[src/hdl/ubrg_defs.svh]
// Offsets, field positions, reset values and timing counts of the baud rate generator
`ifndef UBRG_DEFS_SVH
`define UBRG_DEFS_SVH
`define UBRG_OFF_MODE 12'h000
`define UBRG_OFF_DIV 12'h004
`define UBRG_OFF_TXDATA 12'h008
`define UBRG_OFF_STAT 12'h00c
`define UBRG_BIT_POWER 7
`define UBRG_BIT_TXEN 6
`define UBRG_BIT_RXEN 5
`define UBRG_BIT_POL 4
`define UBRG_BIT_DBL 3
`define UBRG_MODE_RST 8'h00
`define UBRG_DIV_RST 8'h02
`define UBRG_DIV_MIN 8'h02
`define UBRG_CNT_ZERO 8'h00
`define UBRG_FRAME_BITS 4'hb
`define UBRG_TXFRAME_BITS 4'ha
`define UBRG_RX_CMP_LAST 4'hb
`endif

[src/hdl/ubrg_pkg.sv]
// Types shared by the baud rate generator files
package ubrg_pkg;
  typedef enum logic [1:0] {
    UBRG_RX_IDLE = 2'b00,
    UBRG_RX_START = 2'b01,
    UBRG_RX_DATA = 2'b10
  } ubrg_rx_state_t;

  typedef struct packed {
    logic [7:0] cnt;
    logic tick;
  } ubrg_cnt_t;
endpackage : ubrg_pkg

[src/hdl/ubrg_counter.sv]
// Half-bit counter clocked by the base clock enable
`timescale 1ns/100ps
`default_nettype none
`include "ubrg_defs.svh"
module ubrg_counter
  import ubrg_pkg::*;
#(
  parameter int WIDTH = 8
) (
  input wire logic pclk,
  input wire logic presetn,
  input wire logic ce,
  input wire logic base_tick,
  input wire logic hold_clear,
  input wire logic sync_clear,
  input wire logic [WIDTH-1:0] divisor,
  output logic [WIDTH-1:0] count,
  output logic half_tick
);
  ubrg_cnt_t s_q;
  ubrg_cnt_t s_d;

  always_comb begin
    s_d = s_q;
    s_d.tick = 1'b0;
    if (hold_clear || sync_clear) begin
      s_d.cnt = `UBRG_CNT_ZERO;
    end else if (base_tick) begin
      // Counts 1..k, tick on reaching k
      if (s_q.cnt >= divisor) begin
        s_d.cnt = 8'h01;
      end else begin
        s_d.cnt = s_q.cnt + 8'h01;
      end
      s_d.tick = (s_d.cnt == divisor);
    end
  end

  always_ff @(posedge pclk or negedge presetn) begin
    if (!presetn) begin
      s_q <= '0;
    end else if (ce) begin
      s_q <= s_d;
    end
  end

  assign count = s_q.cnt;
  assign half_tick = s_q.tick;
endmodule : ubrg_counter
`default_nettype wire

[src/hdl/ubrg_top.sv]
// Baud rate generator with APB registers, transmit and receive bit timing
// Operation
// - Base clock runs only while power bit set
// - Separate 8-bit transmit and receive counters
// - Transmit counter zero unless power and enable
// - First transmit write clears transmit counter
// - Each finished frame clears it when continuing
// - Without more data counter keeps counting
// - Receive counter zero unless enabled, starts on start
// - Receive counter halts after frame until start
// - Divisor k from eight bits, 2 to 255
// - Bit rate equals clock over 2k
// - Bit latch timed from receive counter, 11-bit frame, 10 latches after start
// - Port setup precedes setting the power bit
// - Level accepted after two equal samples
// - Edge starts counter, recheck at k
//
// Our own choices: the placing of the registers and register access over APB.
`timescale 1ns/100ps
`default_nettype none
`include "ubrg_defs.svh"
module ubrg_top
  import ubrg_pkg::*;
#(
  parameter int CNT_WIDTH = 8
) (
  input wire logic pclk,
  input wire logic presetn,
  input wire logic clk_en,
  input wire logic sub_clk_tick,
  input wire logic psel,
  input wire logic penable,
  input wire logic pwrite,
  input wire logic [11:0] paddr,
  input wire logic [31:0] pwdata,
  output logic [31:0] prdata,
  output logic pready,
  output logic pslverr,
  input wire logic rx_line_pin,
  output logic tx_half_tick,
  output logic rx_half_tick,
  output logic rx_bit_latch,
  output logic rx_frame_done,
  output logic tx_frame_done
);
  typedef struct packed {
    logic [7:0] mode;
    logic [7:0] div;
    logic [7:0] txbuf;
    logic txbuf_full;
    logic tx_active;
    logic [3:0] tx_bits;
    logic tx_half;
    logic tx_done;
    logic [1:0] rx_samp;
    logic rx_filt;
    logic rx_filt_prev;
    ubrg_rx_state_t rx_st;
    logic [3:0] rx_bits;
    logic rx_half;
    logic rx_latch;
    logic rx_done;
    logic dbl_phase;
    logic [31:0] rdata;
  } ubrg_top_state_t;

  ubrg_top_state_t s_q;
  ubrg_top_state_t s_d;
  logic power;
  logic tx_run;
  logic rx_run;
  logic base_tick;
  logic [7:0] tx_cnt;
  logic [7:0] rx_cnt;
  logic tx_tick;
  logic rx_tick;
  logic tx_clear;
  logic rx_clear;
  logic wr_en;
  logic rd_en;
  logic tx_wr;
  logic rx_active_level;

  assign power = s_q.mode[`UBRG_BIT_POWER];
  assign tx_run = power && s_q.mode[`UBRG_BIT_TXEN];
  assign rx_run = power && s_q.mode[`UBRG_BIT_RXEN];
  // Doubled clock gives two base ticks per sub-clock tick (that cycle and the next), plain clock one
  assign base_tick = power && (s_q.mode[`UBRG_BIT_DBL] ? (sub_clk_tick || s_q.dbl_phase)
                                                       : sub_clk_tick);
  assign wr_en = psel && penable && pwrite;
  assign rd_en = psel && !penable && !pwrite;
  assign tx_wr = wr_en && (paddr == `UBRG_OFF_TXDATA) && tx_run && !s_q.txbuf_full;
  assign rx_active_level = s_q.mode[`UBRG_BIT_POL];

  // Clear on the first write, or at frame end when more data waits
  assign tx_clear = (tx_wr && !s_q.tx_active)
                    || (s_q.tx_done && s_q.txbuf_full);
  assign rx_clear = (s_q.rx_st == UBRG_RX_IDLE);

  ubrg_counter #(
    .WIDTH(CNT_WIDTH)
  ) u_tx_cnt (
    .pclk(pclk),
    .presetn(presetn),
    .ce(clk_en),
    .base_tick(base_tick),
    .hold_clear(!tx_run),
    .sync_clear(tx_clear),
    .divisor(s_q.div),
    .count(tx_cnt),
    .half_tick(tx_tick)
  );

  ubrg_counter #(
    .WIDTH(CNT_WIDTH)
  ) u_rx_cnt (
    .pclk(pclk),
    .presetn(presetn),
    .ce(clk_en),
    .base_tick(base_tick),
    .hold_clear(!rx_run),
    .sync_clear(rx_clear),
    .divisor(s_q.div),
    .count(rx_cnt),
    .half_tick(rx_tick)
  );

  always_comb begin
    s_d = s_q;
    s_d.tx_done = 1'b0;
    s_d.rx_latch = 1'b0;
    s_d.rx_done = 1'b0;
    s_d.dbl_phase = sub_clk_tick;
    // APB writes
    if (wr_en) begin
      case (paddr)
        `UBRG_OFF_MODE: s_d.mode = pwdata[7:0];
        `UBRG_OFF_DIV: begin
          // Values below 2 are not legal and are ignored
          if (pwdata[7:0] >= `UBRG_DIV_MIN) begin
            s_d.div = pwdata[7:0];
          end
        end
        default: s_d.div = s_d.div;
      endcase
    end
    // Transmit frame sequencing, two half ticks per bit
    if (!tx_run) begin
      s_d.tx_active = 1'b0;
      s_d.txbuf_full = 1'b0;
      s_d.tx_bits = 4'h0;
      s_d.tx_half = 1'b0;
    end else begin
      if (tx_clear) begin
        s_d.tx_half = 1'b0;
        s_d.tx_bits = 4'h0;
        if (s_q.txbuf_full && s_q.tx_done) begin
          s_d.txbuf_full = 1'b0;
        end
        s_d.tx_active = 1'b1;
      end else if (tx_tick && s_q.tx_active) begin
        s_d.tx_half = !s_q.tx_half;
        if (s_q.tx_half) begin
          if (s_q.tx_bits == `UBRG_TXFRAME_BITS) begin
            // Idle after frame keeps counting uncleared
            s_d.tx_bits = 4'h0;
            s_d.tx_done = 1'b1;
            s_d.tx_active = s_q.txbuf_full;
          end else begin
            s_d.tx_bits = s_q.tx_bits + 4'h1;
          end
        end
      end
      if (tx_wr) begin
        s_d.txbuf = pwdata[7:0];
        if (s_q.tx_active) begin
          s_d.txbuf_full = 1'b1;
        end
      end
    end
    // Two equal samples set the filtered level
    // Tracks the pin while unpowered, so no false edge at power-up
    if (base_tick || !power) begin
      s_d.rx_samp = {s_q.rx_samp[0], rx_line_pin};
      if (s_q.rx_samp[1] == s_q.rx_samp[0]) begin
        s_d.rx_filt = s_q.rx_samp[0];
      end
      s_d.rx_filt_prev = s_q.rx_filt;
    end
    // Receive start detection and bit timing
    if (!rx_run) begin
      s_d.rx_st = UBRG_RX_IDLE;
      s_d.rx_bits = 4'h0;
      s_d.rx_half = 1'b0;
    end else begin
      case (s_q.rx_st)
        UBRG_RX_IDLE: begin
          // Edge into the active level starts counting
          if (base_tick && (s_q.rx_filt == rx_active_level)
              && (s_q.rx_filt_prev != rx_active_level)) begin
            s_d.rx_st = UBRG_RX_START;
          end
        end
        UBRG_RX_START: begin
          if (rx_tick) begin
            if (s_q.rx_filt == rx_active_level) begin
              s_d.rx_st = UBRG_RX_DATA;
              s_d.rx_bits = 4'h1;
              s_d.rx_half = 1'b0;
            end else begin
              s_d.rx_st = UBRG_RX_IDLE;
            end
          end
        end
        UBRG_RX_DATA: begin
          if (rx_tick) begin
            s_d.rx_half = !s_q.rx_half;
            // Latch at mid-bit, every second half tick
            if (s_q.rx_half) begin
              s_d.rx_latch = 1'b1;
              if (s_q.rx_bits == (`UBRG_FRAME_BITS - 4'h1)) begin
                s_d.rx_st = UBRG_RX_IDLE;
                s_d.rx_done = 1'b1;
                s_d.rx_bits = 4'h0;
              end else begin
                s_d.rx_bits = s_q.rx_bits + 4'h1;
              end
            end
          end
        end
        default: s_d.rx_st = UBRG_RX_IDLE;
      endcase
    end
    // APB read data captured in setup phase
    if (rd_en) begin
      case (paddr)
        `UBRG_OFF_MODE: s_d.rdata = {24'h000000, s_q.mode};
        `UBRG_OFF_DIV: s_d.rdata = {24'h000000, s_q.div};
        `UBRG_OFF_TXDATA: s_d.rdata = {24'h000000, s_q.txbuf};
        `UBRG_OFF_STAT: s_d.rdata = {8'h00, rx_cnt, tx_cnt, 2'b00, s_q.rx_st,
                                     s_q.rx_filt, s_q.tx_active, s_q.txbuf_full, power};
        default: s_d.rdata = 32'h00000000;
      endcase
    end
  end

  always_ff @(posedge pclk or negedge presetn) begin
    if (!presetn) begin
      s_q <= '0;
      s_q.mode <= `UBRG_MODE_RST;
      s_q.div <= `UBRG_DIV_RST;
    end else if (clk_en) begin
      s_q <= s_d;
    end
  end

  assign prdata = s_q.rdata;
  assign pready = 1'b1;
  assign pslverr = psel && penable && !((paddr == `UBRG_OFF_MODE) || (paddr == `UBRG_OFF_DIV)
                   || (paddr == `UBRG_OFF_TXDATA) || (paddr == `UBRG_OFF_STAT));
  assign tx_half_tick = tx_tick;
  assign rx_half_tick = rx_tick;
  assign rx_bit_latch = s_q.rx_latch;
  assign rx_frame_done = s_q.rx_done;
  assign tx_frame_done = s_q.tx_done;
endmodule : ubrg_top
`default_nettype wire

[config.mk]
export PLATFORM = sky130hd
export DESIGN_NAME = ubrg_top
export DESIGN_NICKNAME = d
export VERILOG_FILES = /design/src/hdl/ubrg_pkg.sv /design/src/hdl/ubrg_counter.sv /design/src/hdl/ubrg_top.sv
export VERILOG_INCLUDE_DIRS = /design/src /design/src/hdl
export SDC_FILE = /design/constraint.sdc
export NUM_CORES = 1
export LEC_CHECK = 0
export ABC_AREA = 1
export BUFFER_PORTS_ARGS = -buffer_cell sky130_fd_sc_hd__buf_2
export CAP_MARGIN = 15
export CORE_MARGIN = 4
export CORE_UTILIZATION = 50
export CTS_CLUSTER_DIAMETER = 60
export CTS_CLUSTER_SIZE = 40
export DETAILED_ROUTE_END_ITERATION = 6
export GPL_ROUTABILITY_DRIVEN = 0
export PLACE_DENSITY = 0.7
export SYNTH_ARGS = -nofsm -noshare
export SYNTH_HDL_FRONTEND = slang
export SYNTH_SLANG_ARGS = --single-unit
[constraint.sdc]
create_clock -name pclk -period 2.2 [get_ports pclk]
set_input_delay 0.66 -clock pclk [delete_from_list [all_inputs] [get_ports pclk]]
set_output_delay 0.66 -clock pclk [all_outputs]
set_load 0.05 [all_outputs]
==> run_results.csv, run 1 <==
group,metric,value,unit
status,status,"finished clean",
logic_synthesis,synthCells,695,
worst_setup_path,crit_top_cell,"nand2_1",
clocking,cts_sinks,88,
floorplan,die_x,111.4,um
sta,min_period,2.087,ns
clocking,cts_tree,"yes",
placement,io_buffers,57,
floorplan,core_area,10370,um2
logic_synthesis,syn_area,5341,um2
sta,fin_crit_sh,94.86,%
logic_synthesis,synth.area.top_cells,"dfrtp_1 (41%), nand2_1 (13%), inv_1 (6.7%)",
logic_synthesis,synth_edf_count,0,
clocking,cts.path.max_buffers,2,
floorplan,dieArea,12400,um2
logic_synthesis,synth_top_area_share,40.76,%
logic_synthesis,synth_warnings,0,
logic_synthesis,synth.avg_cell_area,7.685,um2
grt,grt_pass1_wl,22510,um
grt,gr-usage-met2,33.86,%
drt,drtIter0Drc,383,
worst_setup_path,cp_slowest_cell,"dfstp_2",
finish,nFillCells,976,
worst_setup_path,path_class,"flip-flop to flip-flop",
logic_synthesis,ys_async_sr_fraction,100.0,%
sta,relSlewSlack,51.57,%
worst_setup_path,startpoint,"s_q[63]$_DFFE_PN1P_",
worst_setup_path,rr_worst_depth,15,
logic_synthesis,yosys.area.top_type,"dfrtp_1",
sta,skew,0.009063,ns
finish,stdcell_count,901,
logic_synthesis,yosysMostFrequentCell,"nand2_1",
grt,busiest_layer,"met2",
worst_setup_path,r2r-start,"s_q[63]$_DFFE_PN1P_",
drt,first_pass_iters,5,
logic_synthesis,synth_flop_cell,"dfrtp_1",
placement,dp_hpwl,10280,um
grt,grt_antenna_before_repair,0,
worst_setup_path,worst-path-buf-inv,2,
finish,regArea,2203,um2
clocking,numCtsBuffers,9,
clocking,ctsHoldBuffers,0,
sta,rsz0062_at_grt,"true",
drt,wl_per_cell,14.85,um
floorplan,start_util,51.51,%
finish,n_antenna_cell,0,
floorplan,placementRows,37,
worst_setup_path,critPathRequiredTime,2.51,ns
worst_setup_path,reg2reg_setup_slack,0.11,ns
sta,setup_tns,0,ns
worst_setup_path,endpoint,"u_rx_cnt.half_tick$_DFFE_PN0P_",
grt,grt.overflow.total,0,
grt,grt_use_met3,4.130,%
logic_synthesis,synthDistinctLibCells,41,
floorplan,die-height,111.4,um
finish,area_growth_syn_to_layout,13.05,%
sta,setup_viol,0,
sta,hold_viol,0,
drt,wirelength,13380,um
sta,fin_ws,0.1130,ns
grt,grt_util_met1,31.44,%
drt,antenna_left,0,
finish,multiInputGateArea,2497,um2
finish,drive_gt1_share,18.04,%
worst_setup_path,cp_max_fo,5,
grt,grt_usage,22.15,%
drt,vias,4889,
grt,grt_max_degree,46,
logic_synthesis,ys_top_cells_by_count,"nand2_1 (180), inv_1 (95), dfrtp_1 (87)",
floorplan,io_pins,91,
logic_synthesis,synth-seq-area-share,41.25,%
worst_setup_path,cpLargestDelayFamily,"simple AND/OR/NAND/NOR gates",
worst_setup_path,cp.depth,15,
worst_setup_path,worstPathCellList,"inv_1 > ha_1 > nand2_1 > nor2_1 > nor2_1 > nand2_1 > nand2_2 > buf_4 > nand3_1 > nand2_1 > nand2_1 > nand3_1 > nor2_1 > nand3_1 > nand2_1",
placement,post-place-ws,0.02289,ns
power,leakage,3.145,nW
clocking,path_clk_slew,0.10,ns
worst_hold_path,min_path_type,"input port to asynchronous set/reset pin",
sta,slew_violations,0,
power,pwr_density_cell,496.7,nW/um2
placement,placed_cells,884,
drt,drcViolationCount,0,
clocking,clock_latency,0.37,ns
worst_setup_path,cp-start-kind,"flip-flop",
clocking,cts_htree_levels,3,
power,ir_drop,0.2994,mV
logic_synthesis,synth-seq-cells,88,
drt,viasPerCell,5.426,
worst_setup_path,cpPeakStageDelay,0.56,ns
clocking,cts_root_buffer,"clkbuf_8",
worst_setup_path,cp-end-kind,"flip-flop",
sta,max_freq,479.2,MHz
sta,worstMarginPinSlew,0.7254,ns
finish,final_nets,834,
job,max_cap_viol_count,0,
sta,hold_slack,0.2029,ns
worst_setup_path,rr_endpoint,"u_rx_cnt.half_tick$_DFFE_PN0P_",
worst_setup_path,crit_arrival,2.40,ns
grt,grt_pass1_vias,4691,
==> worst min-delay path by stage <==
stage / to / cells past startpoint
final: s_q[66]$_DFFE_PN0P_ / 1
after global routing: s_q[66]$_DFFE_PN0P_ / 1
after CTS: s_q[66]$_DFFE_PN0P_ / 1
after detailed placement: rx_bit_latch$_DFFE_PN0P_ / 2
after global placement: prdata[12]$_DFFE_PN0P_ / 2
after floorplan: power$_DFFE_PN0P_ / 0
==> layout make-up <==
class / instances / area share [%]
clock buffers: 9 / 2.051
clock inverters: 7 / 1.285
inverters: 99 / 6.154
multi-input cells: 468 / 41.36
flip-flops and latches: 88 / 36.49
well taps: 136 / 2.818
repair buffers: 94 / 9.843
==> per-stage QoR <==
step                      util [%]  power (mW)  instance area (um2)
after global placement       56.11       1.854                 5818
final                        58.23       2.999                 6038
after global routing         58.23       3.128                 6038
after floorplan                  -       1.776                 5374
after detailed placement     56.11       1.858                 5818
after CTS                    58.05       3.019                 6020
==> cells in the final DEF (no fill, tap or decap), types with 13 or more instances in the layout <==
cell type	Yosys	final
a21oi_1	13	13
buf_2	7	56
buf_4	33	35
dfrtp_1	87	87
ha_1	22	22
inv_1	95	93
nand2_1	180	179
nand3_1	39	38
nand4_1	21	21
nor2_1	37	37
o21ai_0	57	57
o22ai_1	14	14
o31ai_1	18	18
==> flip-flops by register name, indices dropped and copies added, names as in the netlist <==
name                flops
tx_frame_done           1
s_q                    41
rx_active_level         1
power                   1
rx_bit_latch            1
rx_frame_done           1
u_rx_cnt.half_tick      1
u_tx_cnt.half_tick      1
prdata                 24
u_rx_cnt.count          8
u_tx_cnt.count          8
==> logic make-up after synthesis <==
kind of cell | count (synthesis) | share of synthesized area (%)
buffers and inverters | 146 | 12.74
AOI/OAI and AO/OA | 126 | 13.94
xor gates and xnor gates | 8 | 1.312
other | 2 | 0.1406
and+or+nand+nor | 301 | 25.06
adders and majority gates | 22 | 5.153
DFF | 88 | 41.25
muxes | 2 | 0.3982
==> layer usage <==
metal	share of wire, %	up-vias	routed length [um]
met5	0	-	0
met2	44	155	5932
met3	5.8	29	775
met1	47	2326	6335
met4	2.5	0	337
li1	-	2379	-
==> what timing repair did <==
action | 4_1_cts | 5_1_grt
endpoints found under the setup margin | 0 | 3
buffers inserted | 0 | 1
gates resized for setup | 0 | 5
==> power breakdown <==
group	switching, mW	internal [mW]	leakage, nW
Combinational	0.143	0.0492	1.83
Sequential	0.00560	1.63	1.22
Clock	0.637	0.537	0.101
Note: power is estimated with default switching activity, not from simulation.
==> run 2: changes to the inputs <==
--- a/config.mk
+++ b/config.mk
@@ -15,7 +15,7 @@
 export CTS_CLUSTER_SIZE = 40
 export DETAILED_ROUTE_END_ITERATION = 6
 export GPL_ROUTABILITY_DRIVEN = 0
-export PLACE_DENSITY = 0.7
+export PLACE_DENSITY = 0.78
 export SYNTH_ARGS = -nofsm -noshare
 export SYNTH_HDL_FRONTEND = slang
 export SYNTH_SLANG_ARGS = --single-unit
==> run_results.csv, run 2 (synthesized netlist as in run 1, its figures left out) <==
group,metric,value,unit
clocking,cts_root_buffer,"clkbuf_8",
drt,viasPerCell,5.622,
worst_setup_path,cp-start-kind,"flip-flop",
placement,placed_cells,883,
drt,dr_wl_met3,1085,um
worst_hold_path,min_path_type,"input port to asynchronous set/reset pin",
clocking,cts.path.max_buffers,2,
finish,top_register,"s_q",
job,max_cap_viol_count,0,
drt,wirelength,14250,um
clocking,cts_htree_levels,3,
floorplan,placementRows,37,
status,status,"finished clean",
drt,first_pass_iters,7,
sta,relSlewSlack,55.44,%
floorplan,core_area,10370,um2
grt,grt_max_degree,46,
grt,grt_pass1_wl,23490,um
sta,worstMarginPinSlew,0.6674,ns
sta,setup_tns,0,ns
clocking,clock_latency,0.38,ns
finish,largest_reg_flops,41,
power,leakage,3.163,nW
worst_setup_path,critPathRequiredTime,2.47,ns
drt,drt-met1-wl,5911,um
grt,grt_pass1_vias,4990,
sta,min_period,2.117,ns
finish,drive_gt1_share,19.79,%
sta,slew_violations,0,
finish,n_antenna_cell,0,
placement,io_buffers,57,
floorplan,io_pins,91,
finish,final_cell_mix,"nand2_1 (178), inv_1 (91), dfrtp_1 (87)",
sta,fin_crit_sh,96.24,%
finish,stdcell_count,904,
worst_setup_path,cp_max_fo,14,
placement,placed_cell_area,5798,um2
grt,grt_antenna_before_repair,0,
floorplan,die-height,111.4,um
power,total_power,3.027,mW
floorplan,die_x,111.4,um
finish,final_nets,837,
worst_setup_path,path_class,"flip-flop to flip-flop",
drt,drcViolationCount,0,
drt,drtIter0Drc,574,
power,pwr_density_cell,494.4,nW/um2
sta,hold_viol,0,
drt,wl_per_cell,15.76,um
drt,vias,5082,
finish,final_common_cell,"nand2_1",
floorplan,start_util,51.51,%
grt,grt.overflow.total,0,
sta,skew,0.01192,ns
grt,grt_usage,23.11,%
worst_setup_path,crit_arrival,2.39,ns
finish,design_area,6123,um2
clocking,numCtsBuffers,9,
finish,area_growth_syn_to_layout,14.64,%
drt,top_layer,"met4",
clocking,cts_sinks,88,
drt,wl_met2,6899,um
drt,antenna_left,0,
sta,max_freq,472.3,MHz
power,ir_drop,0.2715,mV
clocking,cts_tree,"yes",
worst_setup_path,cp-end-kind,"flip-flop",
floorplan,dieArea,12400,um2
sta,setup_viol,0,
sta,hold_slack,0.1405,ns
clocking,path_clk_slew,0.09,ns
placement,dp_hpwl,10600,um
[run 2: through the flow]
| stage | util [%] | setup WS (ns) |
|---|---|---|
| floorplan | - | 0.1460 |
| global placement | 55.91 | 0.1091 |
| detailed placement | 55.91 | 0.05585 |
| CTS | 57.92 | 0.02989 |
| global route | 59.05 | -0.04484 |
| finish | 59.05 | 0.08272 |
[run 2: repair_timing]
| action | in CTS | in global routing |
|---|---|---|
| buffers inserted | 0 | 5 |
| hold buffers | 0 | 0 |
| endpoints found under the setup margin | 0 | 2 |
| resized for setup | 0 | 20 |
[run 2: report_power, final]
group | switching [mW] | internal, mW
registers | 0.00567 | 1.63
logic | 0.145 | 0.0503
clock network | 0.611 | 0.590
[run 2: final timing paths]
check                                  startpoint                             end  slack (ns)  cells past startpoint
max                           s_q[69]$_DFFE_PN0P_  u_rx_cnt.half_tick$_DFFE_PN0P_        0.08                     12
min in group pclk                     rx_line_pin             s_q[44]$_DFFE_PN0P_        0.46                      3
min                                       presetn           prdata[2]$_DFFE_PN0P_        0.14                      1
max in group asynchronous                 presetn  u_rx_cnt.half_tick$_DFFE_PN0P_        1.41                      2
max reg2reg                   s_q[69]$_DFFE_PN0P_  u_rx_cnt.half_tick$_DFFE_PN0P_        0.08                     12
min reg2reg                prdata[11]$_DFFE_PN0P_          prdata[11]$_DFFE_PN0P_        0.48                      2
[run 2: cell type report]
type	count	area, um2
clock buffer	12	155.1
fill	917	4247
multi-input combinational	468	2560
clock inverter	4	52.55
inverter	99	374.1
tap	136	170.2
timing repair buffer	97	608.1
sequential	88	2203
[run 2: worst max-delay path, stage by stage (launching register included)]
cell     delay [ns]
dfrtp_1        0.42
inv_2          0.13
ha_1           0.26
a21o_1         0.20
nor2_2         0.15
buf_4          0.24
nand3_2        0.13
nand2_1        0.08
nand2_1        0.06
nand3_1        0.08
nor2_1         0.05
nand3_1        0.11
nand2_1        0.07
[run 2: layer usage]
layer	up-vias	track usage (%)
li1	2387	-
met1	2412	29.98
met2	237	38.04
met3	46	4.891
met4	0	9.002
met5	-	0
